### src/core/asp_params.svh
// constants of the converter serial readout port
`ifndef ASP_PARAMS_SVH
`define ASP_PARAMS_SVH
`define ASP_FRAME_FALLS 5'h10
`define ASP_TRACK_FALLS 5'h0d
`define ASP_LAST_FALLS 5'h0f
`define ASP_CONV_12 5'h10
`define ASP_CONV_10 5'h0e
`define ASP_LEAD_ZEROS 5'h04
`define ASP_RES_W 12
`define ASP_FIFO_DEPTH 8
`endif

### src/core/asp_pkg.sv
// types of the converter serial readout port
package asp_pkg;
   typedef enum logic [1:0] {
      ASP_IDLE = 2'b00,
      ASP_CONV = 2'b01,
      ASP_DONE = 2'b10
   } asp_state_type;
endpackage

### src/core/asp_fifo.sv
// small synchronous fifo for conversion samples
`timescale 1ns/1ps
module asp_fifo #(
   parameter int WIDTH = 12,
   parameter int DEPTH = 8
) (
   input wire logic i_clk,
   input wire logic i_resetn,
   input wire logic i_valid,
   output logic o_ready,
   input wire logic [WIDTH-1:0] i_data,
   output logic o_valid,
   input wire logic i_ready,
   output logic [WIDTH-1:0] o_data
);
   localparam int AW = $clog2(DEPTH);
   logic [WIDTH-1:0] mem_r [DEPTH];
   logic [AW-1:0] wp_r;
   logic [AW-1:0] rp_r;
   logic [AW:0] cnt_r;
   logic [AW:0] cnt_nxt;
   logic wr;
   logic rd;
   assign o_valid = (cnt_r != '0);
   assign o_data = mem_r[rp_r];
   assign wr = i_valid && o_ready;
   assign rd = o_valid && i_ready;
   assign cnt_nxt = cnt_r + {{AW{1'b0}}, wr} - {{AW{1'b0}}, rd};
   always_ff @(posedge i_clk) begin
      if (wr) begin
         mem_r[wp_r] <= i_data;
      end
   end
   always_ff @(posedge i_clk or negedge i_resetn) begin
      if (!i_resetn) begin
         wp_r <= '0;
         rp_r <= '0;
         cnt_r <= '0;
         o_ready <= 1'b1;
      end else begin
         if (wr) begin
            wp_r <= (wp_r == AW'(DEPTH - 1)) ? '0 : wp_r + 1'b1;
         end
         if (rd) begin
            rp_r <= (rp_r == AW'(DEPTH - 1)) ? '0 : rp_r + 1'b1;
         end
         cnt_r <= cnt_nxt;
         o_ready <= (cnt_nxt != (AW + 1)'(DEPTH));
      end
   end
endmodule

### src/core/asp_port.sv
// serial readout port of a 12-bit or 10-bit converter, sampled on the system clock
`timescale 1ns/1ps
`include "asp_params.svh"
module asp_port
   import asp_pkg::*;
(
   input wire logic i_clk,
   input wire logic i_resetn,
   input wire logic i_cs_n,
   input wire logic i_sclk,
   input wire logic i_res10,
   input wire logic i_smp_valid,
   output logic o_smp_ready,
   input wire logic [`ASP_RES_W-1:0] i_smp_data,
   output logic o_dout,
   output logic o_dout_oe,
   output logic o_hold
);

   // -----------------------------------------------------------------
   // helpers
   // -----------------------------------------------------------------
   // true when the fall counted now brings the count to the target
   function automatic logic reaches(input logic [4:0] count, input logic [4:0] target);
      reaches = (count + 5'h01 == target);
   endfunction

   // edge of a synchronised level between two samples
   function automatic logic went_low(input logic prev, input logic cur);
      went_low = prev && !cur;
   endfunction

   function automatic logic went_high(input logic prev, input logic cur);
      went_high = !prev && cur;
   endfunction

   // -----------------------------------------------------------------
   // input synchronisers
   // -----------------------------------------------------------------
   logic [1:0] cs_s_r;
   logic [1:0] ck_s_r;
   logic cs_d_r;
   logic ck_d_r;
   logic cs_fall;
   logic cs_rise;
   logic ck_fall;
   logic ck_rise;
   logic res10_m_r;
   logic res10_r;
   // detectors start at the idle level, so releasing reset makes no false edge
   always_ff @(posedge i_clk or negedge i_resetn) begin
      if (!i_resetn) begin
         cs_s_r <= 2'b11;
         ck_s_r <= 2'b11;
         cs_d_r <= 1'b1;
         ck_d_r <= 1'b1;
         res10_m_r <= 1'b0;
         res10_r <= 1'b0;
      end else begin
         cs_s_r <= {cs_s_r[0], i_cs_n};
         ck_s_r <= {ck_s_r[0], i_sclk};
         cs_d_r <= cs_s_r[1];
         ck_d_r <= ck_s_r[1];
         // the variant strap is a board pin as well, so it gets two stages
         res10_m_r <= i_res10;
         res10_r <= res10_m_r;
      end
   end
   assign cs_fall = went_low(cs_d_r, cs_s_r[1]);
   assign cs_rise = went_high(cs_d_r, cs_s_r[1]);
   assign ck_fall = went_low(ck_d_r, ck_s_r[1]);
   assign ck_rise = went_high(ck_d_r, ck_s_r[1]);

   // -----------------------------------------------------------------
   // sample buffer: the fifo stands in for the converter core results
   // -----------------------------------------------------------------
   logic smp_valid;
   logic [`ASP_RES_W-1:0] smp_data;
   logic smp_take;
   asp_fifo #(.WIDTH(`ASP_RES_W), .DEPTH(`ASP_FIFO_DEPTH)) u_fifo (
      .i_clk(i_clk),
      .i_resetn(i_resetn),
      .i_valid(i_smp_valid),
      .o_ready(o_smp_ready),
      .i_data(i_smp_data),
      .o_valid(smp_valid),
      .i_ready(smp_take),
      .o_data(smp_data)
   );
   // one word is drained per started frame; an empty buffer gives zeros
   assign smp_take = cs_fall && smp_valid;

   // -----------------------------------------------------------------
   // frame sequencer
   // -----------------------------------------------------------------
   asp_state_type state_r;
   logic [4:0] falls_r;
   logic [15:0] shreg_r;
   logic track_pend_r;
   logic [4:0] conv_need;
   logic [4:0] falls_now;
   logic trail_zero;
   // falls seen so far, counting one that is being detected right now
   assign falls_now = falls_r + {4'h0, ck_fall};
   assign conv_need = res10_r ? `ASP_CONV_10 : `ASP_CONV_12;
   // once the shorter conversion is complete only zeros are left to shift
   assign trail_zero = (falls_now >= conv_need);
   // the serial clock is oversampled, so its edges are counted on i_clk
   always_ff @(posedge i_clk or negedge i_resetn) begin
      if (!i_resetn) begin
         state_r <= ASP_IDLE;
         falls_r <= 5'h00;
      end else if (cs_rise) begin
         state_r <= ASP_IDLE;
         falls_r <= 5'h00;
      end else begin
         // a deselect is handled above, so a cut frame ends from any state
         unique case (state_r)
            ASP_IDLE: begin
               if (cs_fall) begin
                  state_r <= ASP_CONV;
                  falls_r <= 5'h00;
               end
            end
            ASP_CONV: begin
               if (ck_fall) begin
                  falls_r <= falls_now;
                  if (reaches(falls_r, `ASP_FRAME_FALLS)) begin
                     state_r <= ASP_DONE;
                  end
               end
            end
            ASP_DONE: begin
               falls_r <= falls_r;
            end
            default: begin
               state_r <= ASP_IDLE;
               falls_r <= 5'h00;
            end
         endcase
      end
   end

   // result framed as zeros, data msb first, trailing zeros for 10-bit
   always_ff @(posedge i_clk or negedge i_resetn) begin
      if (!i_resetn) begin
         shreg_r <= 16'h0000;
      end else if (cs_fall) begin
         if (!smp_valid) begin
            shreg_r <= 16'h0000;
         end else if (res10_r) begin
            shreg_r <= {4'h0, smp_data[`ASP_RES_W-1:2], 2'b00};
         end else begin
            shreg_r <= {4'h0, smp_data};
         end
      end else if (state_r == ASP_CONV && ck_fall) begin
         shreg_r <= {shreg_r[14:0], 1'b0};
      end
   end

   // a cut frame drops hold at once, so the sampler never stays parked
   // hold from select until the rise after the 13th fall
   always_ff @(posedge i_clk or negedge i_resetn) begin
      if (!i_resetn) begin
         o_hold <= 1'b0;
         track_pend_r <= 1'b0;
      end else if (cs_rise) begin
         o_hold <= 1'b0;
         track_pend_r <= 1'b0;
      end else if (cs_fall) begin
         o_hold <= 1'b1;
         track_pend_r <= 1'b0;
      end else begin
         if (state_r == ASP_CONV && ck_fall && reaches(falls_r, `ASP_TRACK_FALLS)) begin
            track_pend_r <= 1'b1;
         end
         if (track_pend_r && ck_rise) begin
            o_hold <= 1'b0;
            track_pend_r <= 1'b0;
         end
      end
   end

   // -----------------------------------------------------------------
   // output drive
   // -----------------------------------------------------------------
   // enable and data leave flops on the same edge, so no stray bit is shown
   logic oe_nxt;
   logic dout_nxt;
   always_comb begin
      oe_nxt = 1'b0;
      if (cs_rise || cs_s_r[1]) begin
         oe_nxt = 1'b0;
      end else if (cs_fall) begin
         oe_nxt = 1'b1;
      end else if (state_r == ASP_CONV) begin
         oe_nxt = !(ck_fall && reaches(falls_r, `ASP_FRAME_FALLS));
      end
   end
   // a released line shows zero, so only the enable tells a driven bit apart
   always_comb begin
      dout_nxt = 1'b0;
      if (!oe_nxt || cs_fall) begin
         dout_nxt = 1'b0;
      end else if (trail_zero) begin
         dout_nxt = 1'b0;
      end else if (ck_fall) begin
         dout_nxt = shreg_r[14];
      end else begin
         dout_nxt = shreg_r[15];
      end
   end
   always_ff @(posedge i_clk or negedge i_resetn) begin
      if (!i_resetn) begin
         o_dout_oe <= 1'b0;
         o_dout <= 1'b0;
      end else begin
         o_dout_oe <= oe_nxt;
         o_dout <= dout_nxt;
      end
   end
endmodule

### config.mk
export PLATFORM = sky130hd
export DESIGN_NAME = asp_port
export DESIGN_NICKNAME = d
export VERILOG_FILES = /design/src/core/asp_pkg.sv /design/src/core/asp_fifo.sv /design/src/core/asp_port.sv
export VERILOG_INCLUDE_DIRS = /design/src /design/src/core
export SDC_FILE = /design/constraint.sdc
export NUM_CORES = 1
export LEC_CHECK = 0
export BUFFER_PORTS_ARGS = -buffer_cell sky130_fd_sc_hd__buf_2
export CORE_MARGIN = 2
export CORE_UTILIZATION = 45
export CTS_BUF_LIST = sky130_fd_sc_hd__clkbuf_8
export CTS_CLUSTER_SIZE = 25
export DETAILED_ROUTE_END_ITERATION = 12
export GPL_TIMING_DRIVEN = 1
export SYNTH_ARGS = -nofsm -noshare
export SYNTH_HDL_FRONTEND = slang
export SYNTH_SLANG_ARGS = --single-unit
### constraint.sdc
create_clock -name i_clk -period 4.6 [get_ports i_clk]
set_input_delay 1.15 -clock i_clk [delete_from_list [all_inputs] [get_ports i_clk]]
set_output_delay 1.15 -clock i_clk [all_outputs]
set_load 0.05 [all_outputs]
==> impl_metrics.py, run 1 <==
metrics = {
    "clock_network": {
        "cts_hold_buf": 0,
        "post_cts_buffers": 0,
        "clock_latency_ps": 440,
        "cts-buffers-inserted": 17,
        "cts_tree": "built",
        "clk_pin_slew_ps": 80,
        "htreeDepth": 4,
        "cts_resized": 0,
        "cts.path.max_buffers": 2,
        "root_buffer": "clkbuf_8",
        "cts_sinks": 142,
    },
    "global_route": {
        "overflow": 0,
        "grt_pass1_vias": 3215,
        "track_usage_pct": 16.9,
        "antenna_found_initial": 0,
        "grt_max_degree": 47,
        "grt_pass1_wl_um": 17700,
    },
    "pwr": {
        "powerDensity_mw_per_mm2": 557,
        "total_leakage_power_nw": 2.62,
        "peakVddDrop_uv": 243,
        "p_total_mw": 3.74,
    },
    "timing": {
        "hold_viol": 0,
        "setup_slack_ps": 1280,
        "max-slew-margin-rel_pct": 21.3,
        "slew_viol_final": 0,
        "final.setup.tns_ps": 0,
        "worst_clock_skew_ps": 11.0,
        "fmax_mhz": 301,
        "setup_violations": 0,
        "period_share_pct": 72.2,
        "worstMarginPinSlew_ps": 1180,
        "rsz0062_at_grt": "false",
        "min_period_ps": 3320,
    },
    "layout": {
        "multi_input_area_mm2": 0.00177,
        "drive_above_1_share_pct": 19.1,
        "syn_to_final_growth_pct": 13.4,
        "layout_common_cells": "edfxtp_1 (96), mux2i_1 (45), dfrtp_1 (39)",
        "stdcell_count": 618,
        "antennaDiodeCount": 0,
        "ff_latch_area_mm2": 0.00404,
        "mostFrequentLayoutCell": "edfxtp_1",
        "fill_cells": 1104,
        "fin_nets": 470,
    },
    "drt": {
        "drt_pre_antenna_iters": 4,
        "detail-route-antenna-nets": 0,
        "via_per_inst": 5.27,
        "route.met3.wl_um": 365,
        "routed.top_layer": "met4",
        "wl_per_cell_um": 17.7,
        "routed_wl_um": 11000,
        "remaining_drc_errors": 0,
        "dr_wl_met2_um": 5290,
        "vias": 3257,
        "drt-initial-drc-count": 222,
        "m1WireLength_um": 5250,
    },
    "die": {
        "dieArea_mm2": 0.0141,
        "die_y_um": 119,
        "rows": 41,
        "start_util_pct": 46.5,
        "die_width_um": 119,
        "fp.coreArea_mm2": 0.0127,
        "ios": 22,
    },
    "setup_path": {
        "worstPathRequired_ps": 4950,
        "cp_slowest_cell": "or4b_2",
        "cpPeakStageDelay_ps": 660,
        "critPathBufInv": 6,
        "path_cells": "inv_1, ha_1, inv_1, a31oi_2, buf_4, ha_1, inv_1, ha_1, inv_1, fa_1, inv_1, or4b_2",
        "cp-start-kind": "register",
        "worstPathArrival_ps": 3670,
        "critPathCaptureType": "register",
        "crit_path_max_fanout": 17,
        "crit_type": "reg2reg",
        "cpMostUsedCell": "inv_1",
        "cp_top_family": "adder cells",
    },
    "worst_hold_path": {
        "hold_path_class": "reg2reg",
    },
    "logic_synthesis": {
        "yosysWarningCount": 0,
        "synth.distinct_cells": 42,
        "yosys_register_bits": 142,
        "synth_nets": 438,
        "syn_area_mm2": 0.00592,
        "synth.avg_cell_area_um2": 14.8,
        "synth_seq_area_share_pct": 68.3,
        "synth_cells": 401,
    },
    "placed_design": {
        "dp_slack_ps": 1260,
        "dp_cells": 586,
        "dp_hpwl_um": 7020,
        "place_congestion": 0.750,
        "io_buffer_count": 21,
    },
    "job": {
        "cap_viol_max_count": 0,
    },
    "status": {
        "outcome": "finished clean",
    },
}
## state kept, by name (all words and copies together) (netlist names), 2 cells and up
name / cells
ck_s_r: 2
cs_s_r: 2
falls_r: 5
shreg_r: 16
state_r: 2
u_fifo.cnt_r: 4
u_fifo.mem_r: 96
u_fifo.rp_r: 3
u_fifo.wp_r: 3
## worst paths after layout
path | start | to | slack [ps] | cells after the start
worst max-delay path | cs_s_r[1] | u_fifo.o_ready | 1280 | 12
worst min-delay path | ck_s_r[0] | ck_s_r[1] | 360 | 0
worst max register to register | cs_s_r[1] | u_fifo.o_ready | 1280 | 12
worst min register to register | ck_s_r[0] | ck_s_r[1] | 360 | 0
max in group asynchronous | i_resetn | u_fifo.wp_r[2] | 3110 | 1
min in group asynchronous | i_resetn | u_fifo.rp_r[0] | 880 | 1
## cells in the mapped netlist (all sizes together)
cell	n	area, µm²
nand2b	5	31.3
o21ai	18	90.1
o41ai	2	17.5
nand4	2	12.5
dfrtp	39	976
and2	2	12.5
dfstp	7	184
nor4	3	18.8
xor2	2	17.5
or3	1	6.26
ha	18	225
a2111oi	2	17.5
a31o	1	8.76
a21oi	15	75.1
nand3b	3	22.5
clkbuf	10	37.5
or3b	1	8.76
fa	1	20.0
a31oi	1	12.5
o22a	1	8.76
a22oi	20	150
inv	17	63.8
nand2	10	37.5
and3	1	6.26
a21o	2	15.0
nand3	14	70.1
o31ai	4	30.0
mux4	4	90.1
nor2	24	92.6
nand4bb	1	11.3
xnor2	3	26.3
edfxtp	96	2880
or4b	1	10.0
or4	1	7.51
o211a	2	20.0
nor2b	4	25.0
mux2i	45	450
nor3	5	25.0
buf	7	33.8
mux2	6	67.6
## kinds of logic after synthesis
kind of cell	Yosys count	share of synthesized area, %
compound gates	68	7.53
buf+inv	34	2.28
simple gates	78	6.72
fa+ha+maj	19	4.14
mux	55	10.3
xor+xnor	5	0.740
flops	142	68.3
## layout make-up
type	count	area share, %
Clock inverter	15	3.23
Clock buffer	17	3.49
Timing Repair Buffer	30	2.57
Inverter	17	0.951
Tap cell	172	3.21
Multi-Input combinational cell	225	26.3
Sequential cell	142	60.2
## power by group
part	leakage [nW]	internal, mW	switching, mW
sequential	1.43	1.58	0.147
clock	0.223	0.644	0.469
combinational	0.969	0.387	0.509
## layer usage
metal	up-vias	track usage (%)
li1	1579	-
met1	1631	23.2
met5	-	0
met2	45	25.6
met3	2	4.83
met4	0	6.70
## stage by stage
step | hold WS (ps) | util (%) | cell area [µm²]
after CTS | 360 | 52.8 | 6710
after floorplan | 331 | - | 5920
after detailed placement | 343 | 49.2 | 6260
after global placement | 343 | 49.2 | 6260
final | 359 | 52.8 | 6710
after global routing | 364 | 52.8 | 6710
No activity file was read; power rests on OpenSTA's default activity.
==> run 2: changes to the inputs <==
ABC_AREA = 1   (was not set)
clock period = 3.5 ns   (was 4.6 ns; I/O delays follow)
==> run 2 against run 1 <==
  * Worst setup slack worse by 560 ps
  * Clock skew is 1.9 ps lower
  * Fmax is 19% higher
  * Utilization is 2.2 points lower
  * Hold slack worse by 6.2 ps
  * First-iteration DRC count is 14% lower
  * Final area is 4.6% higher
  * Global-route usage is 1.6 points higher
  * Critical path type unchanged
  * Largest cell class unchanged
  * Largest power group unchanged
  * Critical path depth is 1 lower
  * Sequential cell count stayed put
  * Register-to-register slack worse by 560 ps
==> impl_metrics.py, run 2 <==
metrics = {
    "placed_design": {
        "io_buffer_count": 21,
        "place_congestion": 0.772,
        "dp_hpwl_um": 7630,
    },
    "layout": {
        "drive_above_1_share_pct": 13.9,
        "mostFrequentLayoutCell": "nand2_1",
        "largest_reg_flops": 96,
        "reg_top3": "u_fifo.mem_r: 96 flops, shreg_r: 16 flops, falls_r: 5 flops",
        "antennaDiodeCount": 0,
        "syn_to_final_growth_pct": 9.46,
        "layout_common_cells": "nand2_1 (142), inv_1 (101), edfxtp_1 (96)",
        "fill_cells": 1268,
        "fin_nets": 681,
        "finalCoreUtilization_pct": 50.6,
        "largest-register": "u_fifo.mem_r",
    },
    "status": {
        "outcome": "finished clean",
    },
    "logic_synthesis": {
        "async_flop_share_pct": 32.4,
        "synth.distinct_cells": 36,
        "synthFlopType": "edfxtp_1",
        "yosys_register_bits": 142,
        "post-synth-top-area-fraction_pct": 44.9,
        "yosysWarningCount": 0,
        "synth_seq_area_share_pct": 63.0,
        "synth.area.top_cells": "edfxtp_1 (45%), dfrtp_1 (15%), nand2_1 (8.3%), nand3_1 (6.2%), inv_1 (5.8%)",
        "synth_largest_area_cell": "edfxtp_1",
        "ys_top_cells_by_count": "nand2_1 (142), inv_1 (99), edfxtp_1 (96), nand3_1 (79), dfrtp_1 (39)",
        "synth_nets": 653,
        "yosysMostFrequentCell": "nand2_1",
        "syn_area_mm2": 0.00641,
        "synth-edff-count": 96,
        "synth_cells": 616,
        "synth.avg_cell_area_um2": 10.4,
    },
    "clock_network": {
        "cts_tree": "built",
        "cts.path.max_buffers": 2,
        "root_buffer": "clkbuf_8",
        "post_cts_buffers": 0,
        "cts_hold_buf": 0,
        "clk_pin_slew_ps": 80,
        "cts_sinks": 142,
        "cts-buffers-inserted": 17,
        "htreeDepth": 4,
        "clock_latency_ps": 450,
        "cts_resized": 0,
    },
    "die": {
        "die_width_um": 123,
        "dieArea_mm2": 0.0152,
        "ios": 22,
        "start_util_pct": 46.2,
        "rows": 43,
        "die_y_um": 123,
        "fp.coreArea_mm2": 0.0139,
    },
    "setup_path": {
        "cpPeakStageDelay_ps": 550,
        "cp_top_family": "adder cells",
        "worstPathRequired_ps": 3870,
        "cp_slowest_cell": "dfstp_2",
        "crit_type": "reg2reg",
        "cp-start-kind": "register",
        "critPathBufInv": 4,
        "worstPathArrival_ps": 3150,
        "crit_path_max_fanout": 17,
        "critPathCaptureType": "register",
        "path_cells": "ha_1, nand2_1, inv_2, ha_1, inv_1, ha_1, inv_1, fa_1, inv_1, nor3_1, nand2_1",
    },
    "global_route": {
        "track_usage_pct": 18.6,
        "grt_max_degree": 51,
        "antenna_found_initial": 0,
        "grt_pass1_vias": 4061,
        "grt_pass1_wl_um": 20700,
        "overflow": 0,
    },
    "drt": {
        "drt-initial-drc-count": 191,
        "detail-route-antenna-nets": 0,
        "remaining_drc_errors": 0,
        "routed_wl_um": 12700,
        "wl_per_cell_um": 15.1,
        "vias": 4127,
        "via_per_inst": 4.93,
        "drt_pre_antenna_iters": 4,
    },
    "timing": {
        "worst_clock_skew_ps": 9.09,
        "hold_viol": 0,
        "final.setup.tns_ps": 0,
        "worstMarginPinSlew_ps": 1040,
        "slew_viol_final": 0,
        "setup_violations": 0,
        "max-slew-margin-rel_pct": 30.8,
        "period_share_pct": 79.5,
        "rsz0062_at_grt": "false",
        "min_period_ps": 2780,
        "fmax_mhz": 359,
    },
    "pwr": {
        "peakVddDrop_uv": 337,
        "powerDensity_mw_per_mm2": 718,
        "total_leakage_power_nw": 3.09,
    },
    "job": {
        "cap_viol_max_count": 0,
    },
    "worst_hold_path": {
        "hold_path_class": "reg2reg",
    },
}
[run 2: layout make-up]
| cell class | instances | area [µm²] | area share (%) |
|---|---|---|---|
| tap | 180 | 225 | 3.21 |
| clock inverter | 15 | 139 | 1.98 |
| timing repair buffer | 31 | 180 | 2.57 |
| inverter | 106 | 403 | 5.74 |
| sequential | 142 | 4040 | 57.6 |
| clock buffer | 17 | 234 | 3.33 |
| multi-input combinational | 346 | 1800 | 25.6 |
[run 2: kinds of logic (layout without fill, tap and decap cells)]
family / after synthesis / after routing / synth area share, %
fa+ha+maj: 19 / 19 / 3.82
buf+inv: 128 / 169 / 8.95
simple gates: 268 / 268 / 18.5
compound gates: 54 / 54 / 5.03
flops: 142 / 142 / 63.0
xor+xnor: 5 / 5 / 0.683
[run 2: stage by stage]
step           setup slack, ps  power, mW  hold slack [ps]  area (µm²)  instances
3_3_place_gp               742       3.82              345        6650        805
5_1_grt                    436       5.41              371        7020        837
4_1_cts                    665       5.09              361        7020        837
2_1_floorplan              919       3.48              331        6410        616
3_5_place_dp               697       3.86              351        6650        805
6_report                   718       5.05              352        7020        837
[run 2: final timing paths]
| path | startpoint | to | slack (ps) | cells past startpoint |
|---|---|---|---|---|
| worst max-delay path | cs_d_r | u_fifo.o_ready | 720 | 11 |
| worst min-delay path | res10_m_r | res10_r | 350 | 0 |
| worst max register to register | cs_d_r | u_fifo.o_ready | 720 | 11 |
| worst min register to register | res10_m_r | res10_r | 350 | 0 |
| max in group asynchronous | i_resetn | u_fifo.cnt_r[0] | 2250 | 1 |
| min in group asynchronous | i_resetn | res10_r | 610 | 1 |
[run 2: report_power, final]
| group | internal, mW | switching (mW) | leakage [nW] |
|---|---|---|---|
| logic | 0.495 | 1.05 | 1.48 |
| registers | 2.11 | 0.159 | 1.42 |
| clock network | 0.571 | 0.656 | 0.187 |
| total | 3.18 | 1.87 | 3.09 |
[run 2: layer usage]
layer  vias to the layer above  global-route usage, %  routed length [µm]
li1                       2062                      -                   -
met1                      1987                   23.0                5700
met2                        64                   30.7                6330
met3                        14                   4.38                 427
met4                         0                   8.95                 221
met5                         -                      0                   0
==> run 3: changes to the inputs <==
clock period = 2.8 ns   (was 3.5 ns; I/O delays follow)
==> run 3 against run 2 <==
  * Utilization shrank 0.099 points
  * Via count grew 0.94%
  * Worst setup slack lost 330 ps
  * Global-route usage shrank 0.57 points
  * Critical path type unchanged
  * Critical path depth grew 1
  * Wire length grew 1.1%
==> impl_metrics.py, run 3 (synthesis gave the netlist of run 2 again) <==
metrics = {
    "status": {
        "outcome": "finished clean",
    },
    "pwr": {
        "p_total_mw": 6.19,
        "comb_power_share_pct": 31.9,
        "power.internal_mw": 3.88,
        "switching_share_pct": 37.3,
        "peakVddDrop_uv": 632,
        "total_leakage_power_nw": 3.08,
        "seq_power_share_pct": 45.7,
        "powerDensity_mw_per_mm2": 883,
        "p_sw_mw": 2.31,
        "pwr-share-clk_pct": 22.4,
    },
    "global_route": {
        "overflow": 0,
        "grt_pass1_vias": 3984,
        "track_usage_pct": 18.0,
        "grt_pass1_wl_um": 20300,
        "antenna_found_initial": 0,
        "grt_max_degree": 51,
    },
    "layout": {
        "fin_nets": 685,
        "mostFrequentLayoutCell": "nand2_1",
        "largest_reg_flops": 96,
        "drive_above_1_share_pct": 14.1,
        "antennaDiodeCount": 0,
        "reg_top3": "u_fifo.mem_r: 96 flops, shreg_r: 16 flops, falls_r: 5 flops",
        "design_area_mm2": 0.00701,
        "largest-register": "u_fifo.mem_r",
        "layout_common_cells": "nand2_1 (142), inv_1 (100), edfxtp_1 (96)",
        "finalCoreUtilization_pct": 50.5,
        "syn_to_final_growth_pct": 9.25,
    },
    "timing": {
        "setup_violations": 0,
        "hold_viol": 0,
        "slew_viol_final": 0,
        "timing.hold.ws_ps": 345,
        "min_period_ps": 2420,
        "fmax_mhz": 414,
        "max-slew-margin-rel_pct": 40.8,
        "worst_clock_skew_ps": 13.7,
        "rsz0062_at_grt": "false",
        "final.setup.tns_ps": 0,
        "worstMarginPinSlew_ps": 887,
        "period_share_pct": 86.3,
    },
    "clock_network": {
        "cts-buffers-inserted": 17,
        "clock_latency_ps": 450,
        "cts_hold_buf": 0,
        "htreeDepth": 4,
        "cts.path.max_buffers": 2,
        "clk_pin_slew_ps": 80,
        "cts_sinks": 142,
        "cts_resized": 0,
        "cts_tree": "built",
        "root_buffer": "clkbuf_8",
        "post_cts_buffers": 0,
    },
    "drt": {
        "via_per_inst": 4.96,
        "drt_pre_antenna_iters": 4,
        "wl_per_cell_um": 15.3,
        "detail-route-antenna-nets": 0,
        "routed_wl_um": 12800,
        "remaining_drc_errors": 0,
        "vias": 4166,
        "drt-initial-drc-count": 279,
    },
    "die": {
        "fp.coreArea_mm2": 0.0139,
        "rows": 43,
        "dieArea_mm2": 0.0152,
        "die_width_um": 123,
        "die_y_um": 123,
        "ios": 22,
        "start_util_pct": 46.2,
    },
    "placed_design": {
        "postPlaceCellArea_mm2": 0.00668,
        "place_congestion": 0.756,
        "dp_hpwl_um": 7970,
        "io_buffer_count": 21,
    },
    "setup_path": {
        "cpMostUsedCell": "inv_1",
        "critPathBufInv": 5,
        "r2r_start": "cs_s_r[1]",
        "cp-start-kind": "register",
        "worstPathArrival_ps": 2780,
        "cp_top_family": "adder cells",
        "crit_type": "reg2reg",
        "crit_path_max_fanout": 4,
        "critPathCaptureType": "register",
        "cp_slowest_cell": "dfstp_2",
        "critPathLaunch": "cs_s_r[1]",
        "worstPathRequired_ps": 3170,
        "path_cells": "inv_1, ha_1, nand2_1, inv_2, ha_1, inv_1, ha_1, inv_1, fa_1, inv_1, nor3_1, nand2_1",
        "cpPeakStageDelay_ps": 570,
    },
    "worst_hold_path": {
        "hold_path_class": "in2async",
    },
    "job": {
        "cap_viol_max_count": 0,
    },
}
==> run 3: layout make-up <==
cell class | count | area [µm²]
fillers | 1288 | 6870
flip-flops and latches | 142 | 4040
multi-input cells | 346 | 1800
inverters | 106 | 403
clock buffers | 17 | 234
well taps | 180 | 225
repair buffers | 35 | 210
clock inverters | 14 | 95.1
==> run 3: worst reg2reg max path, stage by stage, from the launching register on <==
cell and delay (ps):
dfstp_2 570, inv_1 80, ha_1 210, nand2_1 100, inv_2 50, ha_1 280
inv_1 60, ha_1 160, inv_1 60, fa_1 490, inv_1 50, nor3_1 180
nand2_1 70
==> run 3: worst paths after layout <==
kind                                  end  slack, ps  depth (start not counted)
max                        u_fifo.o_ready        380                         12
min                            shreg_r[8]        340                          2
max reg2reg                u_fifo.o_ready        380                         12
min reg2reg                     ck_s_r[1]        360                          0
max in group asynchronous          o_hold       2050                          2
min in group i_clk              cs_s_r[0]        350                          1
==> run 3: metrics by stage <==
stage / setup WS (ps) / cells
after CTS: 378 / 840
after global placement: 467 / 809
after detailed placement: 373 / 809
after floorplan: 219 / 616
final: 385 / 840
after global routing: 209 / 840
==> run 3: power by group through the flow <==
stage,Sequential [mW],Clock (mW),Combinational [mW]
finish,2.83,1.38,1.97
global route,2.87,1.51,2.24
CTS,2.83,1.42,2.00
detailed placement,2.87,0,1.99
global placement,2.86,0,1.92
floorplan,2.85,0,1.51
==> run 3: routing by layer <==
layer  part of all wire (%)  GRT usage [%]
met5                      0              0
met4                    1.4           6.46
met3                    4.8           4.66
met1                     45           23.0
met2                     49           29.7
